**src/design/jcg_pkg.sv**
```systemverilog
package jcg_pkg;

  // check variant select codes
  typedef enum logic [1:0] {
    JCG_CRC9 = 2'b00,
    JCG_CRC8 = 2'b01,
    JCG_CRC5 = 2'b10,
    JCG_CRC6 = 2'b11
  } jcg_variant_t;

  localparam int unsigned JCG_OCTET_W   = 8;
  localparam int unsigned JCG_CRC9_W    = 9;
  localparam int unsigned JCG_CRC8_W    = 8;
  localparam int unsigned JCG_CRC5_W    = 5;
  localparam int unsigned JCG_CRC6_W    = 6;
  localparam int unsigned JCG_MSG9_W    = 18;
  localparam int unsigned JCG_MSG8_W    = 16;
  localparam int unsigned JCG_MSG5_W    = 10;
  localparam int unsigned JCG_MSG6_W    = 12;
  // increment/decrement indicator positions in octet two (bit 7 / bit 8, msb = bit 1)
  localparam int unsigned JCG_INC_POS   = 1;
  localparam int unsigned JCG_DEC_POS   = 0;
  localparam logic [7:0]  JCG_OCTET_RST = 8'h00;

  // xor masks: bit (w-k) of mask j selects message bit k for check bit j+1
  localparam logic [17:0] JCG_C9_MASK [9] = '{
    18'h02960, 18'h214b0, 18'h30a58, 18'h1852c, 18'h0c296,
    18'h2614b, 18'h119c5, 18'h0a582, 18'h052c1};
  localparam logic [15:0] JCG_C8_MASK [8] = '{
    16'h4ab0, 16'ha558, 16'h52ac, 16'h2956,
    16'h14ab, 16'hc0e5, 16'h2ac2, 16'h9561};
  localparam logic [9:0]  JCG_C5_MASK [5] = '{
    10'h298, 10'h14c, 10'h2a6, 10'h353, 10'h131};
  localparam logic [11:0] JCG_C6_MASK [6] = '{
    12'h78c, 12'h3c6, 12'h9e3, 12'h37d, 12'he32, 12'hf19};

endpackage

```
**src/design/jcg_crc_gen.sv**
```systemverilog
`timescale 1ns/1ps
// Functional notes
// - crc9 uses x^9+x^3+x^2+1 over count-delta bits of octets one, two, four, five
// - crc9 message: octet four bits 2-8, octet one, octet five, octet two
// - crc9 bit 1 into octet six bit 2, bit 9 into octet three bit 2
// - each crc9 bit is a fixed xor of eighteen message bits
// - crc8 uses x^8+x^3+x^2+1 over octets one and two
// - crc8 message: octet one msb first, octet two bits, increment, decrement
// - crc8 fills octet three, bit 1 at msb
// - each crc8 bit is a fixed xor of sixteen message bits
// - crc5 uses x^5+x+1 over five bits each of octets four and five
// - crc5 bits go to octet six bits 4 to 8
// - each crc5 bit is a fixed xor of ten message bits
// - crc6 uses x^6+x^3+x^2+1 over octets one and two
// - crc6 message starts at octet one bit 3, ends with the indicators
// - crc6 occupies octet three bit 3 down to lsb
// - each crc6 bit is a fixed xor of twelve message bits
module jcg_crc_gen
  import jcg_pkg::*;
(
  input  wire logic         core_clk,
  input  wire logic         rst,
  input  wire jcg_variant_t variant_sel,
  input  wire logic         tx_valid,
  input  wire logic [7:0]   tx_oct1,
  input  wire logic [7:0]   tx_oct2,
  input  wire logic [7:0]   tx_oct3,
  input  wire logic [7:0]   tx_oct4,
  input  wire logic [7:0]   tx_oct5,
  input  wire logic [7:0]   tx_oct6,
  output logic              tx_out_valid,
  output logic      [7:0]   tx_oct3_out,
  output logic      [7:0]   tx_oct6_out,
  input  wire logic         rx_valid,
  input  wire logic [7:0]   rx_oct1,
  input  wire logic [7:0]   rx_oct2,
  input  wire logic [7:0]   rx_oct3,
  input  wire logic [7:0]   rx_oct4,
  input  wire logic [7:0]   rx_oct5,
  input  wire logic [7:0]   rx_oct6,
  output logic              rx_chk_valid,
  output logic              rx_crc_err
);
  logic [8:0] t9, r9;
  logic [7:0] t8, r8;
  logic [4:0] t5, r5;
  logic [5:0] t6, r6;
  logic [7:0] nxt_oct3, nxt_oct6;
  logic       nxt_err;
  logic       tx_valid_ff, rx_valid_ff, err_ff;
  logic [7:0] oct3_ff, oct6_ff;

  jcg_crc_core u_tx_core (
    .oct1 (tx_oct1),
    .oct2 (tx_oct2),
    .oct4 (tx_oct4),
    .oct5 (tx_oct5),
    .crc9 (t9),
    .crc8 (t8),
    .crc5 (t5),
    .crc6 (t6)
  );

  jcg_crc_core u_rx_core (
    .oct1 (rx_oct1),
    .oct2 (rx_oct2),
    .oct4 (rx_oct4),
    .oct5 (rx_oct5),
    .crc9 (r9),
    .crc8 (r8),
    .crc5 (r5),
    .crc6 (r6)
  );

  // octet bit n (msb = 1) is vector index 8-n
  // insert only the selected field
  always_comb begin
    nxt_oct3 = tx_oct3;
    nxt_oct6 = tx_oct6;
    unique case (variant_sel)
      JCG_CRC9: begin
        nxt_oct6[6:0] = t9[8:2];
        nxt_oct3[6]   = t9[0];
      end
      JCG_CRC8: begin
        nxt_oct3 = t8;
      end
      JCG_CRC5: begin
        nxt_oct6[4:0] = t5;
      end
      JCG_CRC6: begin
        nxt_oct3[5:0] = t6;
      end
    endcase
  end

  always_comb begin
    unique case (variant_sel)
      JCG_CRC9: nxt_err = ({rx_oct6[6:0], rx_oct3[6]} != {r9[8:2], r9[0]});
      JCG_CRC8: nxt_err = (rx_oct3 != r8);
      JCG_CRC5: nxt_err = (rx_oct6[4:0] != r5);
      JCG_CRC6: nxt_err = (rx_oct3[5:0] != r6);
    endcase
  end

  always_ff @(posedge core_clk or posedge rst) begin
    if (rst) begin
      tx_valid_ff <= 1'b0;
      oct3_ff     <= JCG_OCTET_RST;
      oct6_ff     <= JCG_OCTET_RST;
    end else begin
      tx_valid_ff <= tx_valid;
      if (tx_valid) begin
        oct3_ff <= nxt_oct3;
        oct6_ff <= nxt_oct6;
      end
    end
  end

  always_ff @(posedge core_clk or posedge rst) begin
    if (rst) begin
      rx_valid_ff <= 1'b0;
      err_ff      <= 1'b0;
    end else begin
      rx_valid_ff <= rx_valid;
      if (rx_valid) begin
        err_ff <= nxt_err;
      end
    end
  end

  assign tx_out_valid = tx_valid_ff;
  assign tx_oct3_out  = oct3_ff;
  assign tx_oct6_out  = oct6_ff;
  assign rx_chk_valid = rx_valid_ff;
  assign rx_crc_err   = err_ff;

  property p_tx_lat;
    @(posedge core_clk) disable iff (rst) tx_valid |=> tx_out_valid;
  endproperty
  a_tx_lat: assert property (p_tx_lat) else $error("tx output not valid one cycle later");

  property p_crc8_ins;
    @(posedge core_clk) disable iff (rst)
      (tx_valid && variant_sel == JCG_CRC8) |=> tx_oct3_out == $past(t8);
  endproperty
  a_crc8_ins: assert property (p_crc8_ins) else $error("crc8 not in octet three");

  property p_crc5_ins;
    @(posedge core_clk) disable iff (rst)
      (tx_valid && variant_sel == JCG_CRC5) |=> tx_oct6_out[4:0] == $past(t5)
        && tx_oct6_out[7:5] == $past(tx_oct6[7:5]) && tx_oct3_out == $past(tx_oct3);
  endproperty
  a_crc5_ins: assert property (p_crc5_ins) else $error("crc5 placement wrong");

  property p_crc6_ins;
    @(posedge core_clk) disable iff (rst)
      (tx_valid && variant_sel == JCG_CRC6) |=> tx_oct3_out[5:0] == $past(t6)
        && tx_oct3_out[7:6] == $past(tx_oct3[7:6]);
  endproperty
  a_crc6_ins: assert property (p_crc6_ins) else $error("crc6 placement wrong");

  property p_crc9_ins;
    @(posedge core_clk) disable iff (rst)
      (tx_valid && variant_sel == JCG_CRC9) |=> tx_oct6_out[6] == $past(t9[8])
        && tx_oct3_out[6] == $past(t9[0]) && tx_oct6_out[7] == $past(tx_oct6[7]);
  endproperty
  a_crc9_ins: assert property (p_crc9_ins) else $error("crc9 placement wrong");

  property p_c8_bit1;
    @(posedge core_clk) disable iff (rst)
      1'b1 |-> t8[7] == (tx_oct1[6] ^ tx_oct1[3] ^ tx_oct1[1] ^ tx_oct2[7] ^ tx_oct2[5]
                         ^ tx_oct2[4]);
  endproperty
  a_c8_bit1: assert property (p_c8_bit1) else $error("crc8 bit 1 equation");

  property p_c5_bit1;
    @(posedge core_clk) disable iff (rst)
      1'b1 |-> t5[4] == (tx_oct4[4] ^ tx_oct4[2] ^ tx_oct5[4] ^ tx_oct5[3]);
  endproperty
  a_c5_bit1: assert property (p_c5_bit1) else $error("crc5 bit 1 equation");

  property p_c6_bit1;
    @(posedge core_clk) disable iff (rst)
      1'b1 |-> t6[5] == (tx_oct1[4] ^ tx_oct1[3] ^ tx_oct1[2] ^ tx_oct1[1] ^ tx_oct2[3]
                         ^ tx_oct2[2]);
  endproperty
  a_c6_bit1: assert property (p_c6_bit1) else $error("crc6 bit 1 equation");

  property p_c9_bit1;
    @(posedge core_clk) disable iff (rst)
      1'b1 |-> t9[8] == (tx_oct4[2] ^ tx_oct4[0] ^ tx_oct5[6] ^ tx_oct5[4] ^ tx_oct5[3]);
  endproperty
  a_c9_bit1: assert property (p_c9_bit1) else $error("crc9 bit 1 equation");

  property p_rx_err;
    @(posedge core_clk) disable iff (rst)
      (rx_valid && variant_sel == JCG_CRC8 && rx_oct3 != r8) |=> rx_crc_err && rx_chk_valid;
  endproperty
  a_rx_err: assert property (p_rx_err) else $error("crc8 mismatch not flagged");

  property p_rx_lat;
    @(posedge core_clk) disable iff (rst) rx_valid |=> rx_chk_valid;
  endproperty
  a_rx_lat: assert property (p_rx_lat) else $error("rx check not valid one cycle later");

  property p_rx_hold;
    @(posedge core_clk) disable iff (rst) !rx_valid |=> $stable(rx_crc_err) && !rx_chk_valid;
  endproperty
  a_rx_hold: assert property (p_rx_hold) else $error("rx flag moved while idle");

  c_tx9: cover property (@(posedge core_clk) disable iff (rst)
    tx_valid && variant_sel == JCG_CRC9);
  c_tx5: cover property (@(posedge core_clk) disable iff (rst)
    tx_valid && variant_sel == JCG_CRC5);
  c_rx_err: cover property (@(posedge core_clk) disable iff (rst) rx_chk_valid && rx_crc_err);
  c_rx_ok: cover property (@(posedge core_clk) disable iff (rst) rx_chk_valid && !rx_crc_err);
endmodule

```
**src/design/jcg_crc_core.sv**
```systemverilog
`timescale 1ns/1ps
module jcg_crc_core
  import jcg_pkg::*;
(
  input  wire logic [7:0] oct1,
  input  wire logic [7:0] oct2,
  input  wire logic [7:0] oct4,
  input  wire logic [7:0] oct5,
  output logic      [8:0] crc9,
  output logic      [7:0] crc8,
  output logic      [4:0] crc5,
  output logic      [5:0] crc6
);
  logic [17:0] msg9;
  logic [15:0] msg8;
  logic [9:0]  msg5;
  logic [11:0] msg6;

  // msb of each vector is message bit 1
  // crc9 message order
  assign msg9 = {oct4[6:0], oct1[1:0], oct5[6:0], oct2[1:0]};
  assign msg8 = {oct1, oct2[7:2], oct2[JCG_INC_POS], oct2[JCG_DEC_POS]};
  assign msg5 = {oct4[4:0], oct5[4:0]};
  assign msg6 = {oct1[5:0], oct2[5:2], oct2[JCG_INC_POS], oct2[JCG_DEC_POS]};

  always_comb begin
    for (int j = 0; j < JCG_CRC9_W; j++) begin
      crc9[JCG_CRC9_W-1-j] = ^(msg9 & JCG_C9_MASK[j]);
    end
    for (int j = 0; j < JCG_CRC8_W; j++) begin
      crc8[JCG_CRC8_W-1-j] = ^(msg8 & JCG_C8_MASK[j]);
    end
    for (int j = 0; j < JCG_CRC5_W; j++) begin
      crc5[JCG_CRC5_W-1-j] = ^(msg5 & JCG_C5_MASK[j]);
    end
    for (int j = 0; j < JCG_CRC6_W; j++) begin
      crc6[JCG_CRC6_W-1-j] = ^(msg6 & JCG_C6_MASK[j]);
    end
  end
endmodule

```
**config.mk**
```make
export PLATFORM = sky130hd
export DESIGN_NAME = jcg_crc_gen
export DESIGN_NICKNAME = d
export VERILOG_FILES = /design/src/design/jcg_pkg.sv /design/src/design/jcg_crc_gen.sv /design/src/design/jcg_crc_core.sv
export SDC_FILE = /design/constraint.sdc
export NUM_CORES = 1
export LEC_CHECK = 0
export BUFFER_PORTS_ARGS = -buffer_cell sky130_fd_sc_hd__buf_2
export CORE_MARGIN = 2
export CORE_UTILIZATION = 45
export CTS_CLUSTER_DIAMETER = 150
export DETAILED_ROUTE_END_ITERATION = 10
export GPL_TIMING_DRIVEN = 1
export PLACE_DENSITY = 0.75
export SLEW_MARGIN = 10
export SYNTH_ARGS = -nofsm -noshare
export SYNTH_HDL_FRONTEND = slang
export SYNTH_SLANG_ARGS = --single-unit
```
**constraint.sdc**
```tcl
create_clock -name core_clk -period 1.4 [get_ports core_clk]
set_input_delay 0.14 -clock core_clk [delete_from_list [all_inputs] [get_ports core_clk]]
set_output_delay 0.14 -clock core_clk [all_outputs]
set_load 0.02 [all_outputs]
```
# == Word-level counts from Yosys, hierarchy flattened ==
# Cells that the tools add are included.
# word_totals
register_bits,19
latchBits,0
ram_bits,0
mem_bits_ro,0
inputBits,102
wordCells,73
mem_count,0
# classes
addsub,0
multipliers,0
div,0
order_cmp,0
n_eq_ne,7
shift,0
mux,6
bitwise,0
reduce_logical,55
# op_table
operator,n
parity 18 bit,16
parity 16 bit,16
parity 12 bit,12
parity 10 bit,10
!= test 8 bit,2
one-hot mux 6 bit (2 select lines),1
one-hot mux 5 bit (2 select lines),1
!= test 6 bit,1
!= test 5 bit,1
== test 2 bit (second input constant),2
one-hot mux 1 bit (4 select lines),1
== test 2 x 1 -> 1 bit (second input constant),1
zero test 2 bit,1
two-way mux 2 bit,1
one-hot mux 1 bit (2 select lines),1
two-way mux 1 bit,1

# == Logic depth before layout (Yosys ltp) ==
# logic_depth
word_depth,3
depth_mapped,8

# == Cells and area by module ==
# Synthesis repeated with hierarchy kept, for this count alone.
# hier_totals
cells_unflattened,340
hier_area_um2,3204.3
# modules_own_cells
module,instances,cells_each,area_each_um2,seq_area_each_um2
jcg_crc_core,2,107,960.9,0.0
jcg_crc_gen,1,126,1282.5,475.5

# == Worst setup path before layout ==
# No wires, ideal clock.
# synth_timing
path_kind,in2reg
start,input rx_oct1[0]
end,register err_ff (netlist: rx_crc_err)
setup_ns,0.131
arrival_ns,1.648
required_time_ns,1.269
slack_ns,-0.379
stages,8
n_path_buf,1
cell_sequence,buf_4 xnor2_1 xor3_1 or2_1 o221ai_2 o21ai_1 o221ai_2 a221oi_2
# synth_between
elab_chain_len,3
word_cells_on_any_way,13
# synth_rtl
item,line,text
"start, declared",jcg_crc_gen.sv:35,"input wire logic [7:0] rx_oct1,"
"parity 18 bit, or another cell as far along",jcg_crc_core.sv:28,crc9[JCG_CRC9_W-1-j] = ^(msg9 & JCG_C9_MASK[j]);
"!= test 8 bit, or another cell as far along",jcg_crc_gen.sv:99,"JCG_CRC9: nxt_err = ({rx_oct6[6:0], rx_oct3[6]} != {r9[8:2], r9[0]});"
one-hot mux 1 bit (4 select lines) *,jcg_crc_gen.sv:98,unique case (variant_sel)
"end signal, assigned",jcg_crc_gen.sv:127,err_ff <= nxt_err;
"end, declared",jcg_crc_gen.sv:50,"logic tx_valid_ff, rx_valid_ff, err_ff;"
# Every way passes the cells marked *; elsewhere a longest branch is shown, timed or not.
# A chain may end at the register's enable or synchronous reset.

# == Worst setup path after layout ==
# layout_timing
start,input rx_oct2[1]
end,register err_ff (netlist: rx_crc_err)
# layout_between
elab_chain_len,3
word_cells_on_any_way,12
# layout_rtl
item,line,text
"start, declared",jcg_crc_gen.sv:36,"input wire logic [7:0] rx_oct2,"
"parity 18 bit, or another cell as far along",jcg_crc_core.sv:28,
"!= test 8 bit, or another cell as far along",jcg_crc_gen.sv:99,
one-hot mux 1 bit (4 select lines) *,jcg_crc_gen.sv:98,
# Marks and branches as above.

==> flow_metrics.env <==
export IMPL_cpLargestDelayFamily="XOR/XNOR gates"
export IMPL_cts_buffer_depth=2
export IMPL_status="complete, but fails checks"
export IMPL_hold_viol_final=19
export IMPL_syn_area_um2=3002
export IMPL_clkSinkCount=19
export IMPL_maxCapViolCount=0
export IMPL_routed_wl_um=8470
export IMPL_syn_area_per_cell_um2=9.096
export IMPL_setup_ws_ns=-0.07078
export IMPL_fp_dieH_um=85.67
export IMPL_start_util_pct=47.00
export IMPL_ff_latch_area_um2=475.5
export IMPL_multiInputGateArea_um2=2725
export IMPL_cp_arrival_ns=1.60
export IMPL_clock_latency_ns=0.25
export IMPL_synthToLayoutAreaGrowth_pct=53.81
export IMPL_fmax_mhz=679.9
export IMPL_worst_clock_skew_ns=0
export IMPL_synth_nets=432
export IMPL_antenna_found_initial=0
export IMPL_dp_slack_ns=-0.3768
export IMPL_dominantRegCellSynth="dfrtp_1"
export IMPL_cts_max_level=1
export IMPL_synth_distinct_cells=40
export IMPL_crit_path_start_kind="primary input"
export IMPL_vias_per_cell=4.833
export IMPL_worstSetupPathType="in2reg"
export IMPL_maxSlewViolCount=0
export IMPL_grt_overflow=0
export IMPL_critPathMostFrequentCell="o221ai_2"
export IMPL_synth_cells=330
export IMPL_drc=0
export IMPL_tightest_slew_ns=0.6983
export IMPL_dp_hpwl_um=7189
export IMPL_fillers=455
export IMPL_num_antenna_cells=0
export IMPL_drive_above_1_share_pct=48.85
export IMPL_fp_coreArea_um2=6386
export IMPL_crit_fanout=3
export IMPL_cts_made_buffers=3
export IMPL_finalSetupViolCount=1
export IMPL_seq_area_frac_synth_pct=15.84
export IMPL_ir_worst_vdd_v=0.0008939
export IMPL_fp_row_count=29
export IMPL_grt_max_degree=20
export IMPL_path_cells="buf_2 -> xor2_4 -> xnor3_1 -> or2_1 -> o221ai_2 -> o21ai_1 -> o221ai_2 -> a221oi_2"
export IMPL_clk_pin_slew_worst_paths_ns=0.07
export IMPL_io_pins=121
export IMPL_holdWs_ns=-0.01353
export IMPL_vias=2895
export IMPL_dr_pass1_iters=4
export IMPL_synth_edff_count=0
export IMPL_place_congestion=0.9042
export IMPL_slowest_delay_ns=0.34
export IMPL_nNetsFinal=625
export IMPL_powerDensity_nw_per_um2=762.6
export IMPL_cts_root_buf="clkbuf_8"
export IMPL_synth_seq_cells=19
export IMPL_cts_tree="done"
export IMPL_grt_pass1_vias=2959
export IMPL_detail_route_antenna_nets=0
export IMPL_fp_dieW_um=85.67
export IMPL_hp_class="in2async"
export IMPL_grt_usage_pct=22.62
export IMPL_fin_total_pwr_w=0.003521
export IMPL_period_share_pct=105.1
export IMPL_p_leak_nw=2.073
export IMPL_crit_slowest_cell="xnor3_1"
export IMPL_layout_min_cycle_time_ns=1.471
export IMPL_slew_headroom_pct=53.40
export IMPL_ys_warnings_count=0
export IMPL_fin_util_pct=72.30
export IMPL_async_flop_share_pct=100.0
export IMPL_violations="negative hold slack, negative setup slack"
export IMPL_cp_buffers_inverters=1
export IMPL_cts_hold_buf=0
export IMPL_dieArea_um2=7339
export IMPL_io_buffer_count=115
export IMPL_grt_pass1_wl_um=13530
export IMPL_rsz0062_at_grt="yes"
export IMPL_wl_per_cell_um=14.14
export IMPL_drt_iter0_drc=101
export IMPL_crit_required_ns=1.53
export IMPL_worst_setup_path_end_kind="register"
==> metal layers <==
layer | global-route usage, % | share of wire [%] | vias up
li1 | - | - | 1454
met1 | 29.37 | 43 | 1336
met2 | 41.62 | 50 | 91
met3 | 0.8662 | 4.3 | 14
met4 | 5.051 | 2.1 | 0
met5 | 0 | 0 | -
==> registers in the layout, indices dropped and copies added (netlist names) <==
name          flops
tx_oct3_out       8
tx_oct6_out       8
rx_chk_valid      1
rx_crc_err        1
tx_out_valid      1
==> layout by cell type, fill, tap and decap left out, types with 2 or more instances in the layout <==
cell	instances
o211ai_1	2
nor2_1	19
inv_1	2
o221ai_2	2
xnor3_1	2
buf_2	110
mux2_2	7
mux2i_1	10
o21ai_0	3
xnor2_1	121
xnor2_2	20
a222oi_1	2
nand2_1	7
xor2_1	36
o21ai_1	3
clkbuf_8	3
xnor2_4	5
a21oi_1	15
dfrtp_1	19
buf_6	5
xor2_2	6
nor2b_1	4
or2_1	2
nand3_1	5
buf_4	88
nor3_1	4
==> stage by stage <==
| step | setup TNS (ns) | area, um2 | cells |
|---|---|---|---|
| final | -0.07078 | 4617 | 599 |
| after global placement | -1.981 | 4355 | 595 |
| after CTS | -0.06464 | 4451 | 599 |
| after floorplan | -0.1486 | 3126 | 330 |
| after global routing | -0.1778 | 4617 | 599 |
| after detailed placement | -2.734 | 4355 | 595 |
==> area by class of cell <==
cell class | count | share of cell area (%)
Tap cell | 77 | 2.087
Multi-Input combinational cell | 294 | 59.02
Sequential cell | 19 | 10.30
Inverter | 2 | 0.1626
Timing Repair Buffer | 203 | 27.45
Clock buffer | 4 | 0.9756
==> power by group <==
part	internal [W]	switching, W	total, W
logic	0.00128	0.00117	0.00245
registers	0.000639	0.0000484	0.000687
clock network	0.000202	0.000177	0.000379
total	0.00212	0.00140	0.00352
==> cells by family after synthesis <==
| kind of cell | synth area share (%) |
|---|---|
| mux | 6.336 |
| flops | 15.84 |
| compound gates | 8.337 |
| simple gates | 7.629 |
| buf+inv | 2.668 |
| xor+xnor | 59.19 |
==> synth_stat cells, drive strengths merged, types with 2 or more instances <==
| cell type | count | area [um2] |
|---|---|---|
| nand3 | 5 | 25.02 |
| buf | 8 | 42.54 |
| a21oi | 15 | 75.07 |
| mux2i | 10 | 100.1 |
| a222oi | 2 | 20.02 |
| inv | 2 | 7.510 |
| nor3 | 5 | 25.02 |
| xor2 | 43 | 384.1 |
| or2 | 2 | 12.51 |
| o211ai | 2 | 15.01 |
| o21ai | 7 | 35.03 |
| nand2 | 7 | 26.28 |
| xnor3 | 2 | 45.04 |
| nor2 | 19 | 71.32 |
| mux2 | 8 | 90.09 |
| dfrtp | 19 | 475.5 |
| xnor2 | 146 | 1324 |
| nor2b | 4 | 25.02 |
| clkbuf | 7 | 30.03 |
| o221ai | 2 | 30.03 |
==> path summary, 6_finish.rpt <==
check	start	to	slack, ns	cells after the start
min	rst	tx_oct3_out[7]	-0.01	2
max reg2reg	tx_oct3_out[0]	tx_oct3_out[0]	0.63	1
max in group asynchronous	rst	tx_oct6_out[1]	0.97	2
min in group core_clk	rx_valid	rx_chk_valid	0.05	1
min reg2reg	tx_oct6_out[7]	tx_oct6_out[7]	0.50	1
max	rx_oct2[1]	rx_crc_err	-0.07	8
==> repair_timing <==
item	in CTS	in global routing
pin swaps	9	17
setup endpoints to repair	2	8
buffers inserted	0	0
resized for setup	9	30
No activity file was read; power rests on OpenSTA's default activity.
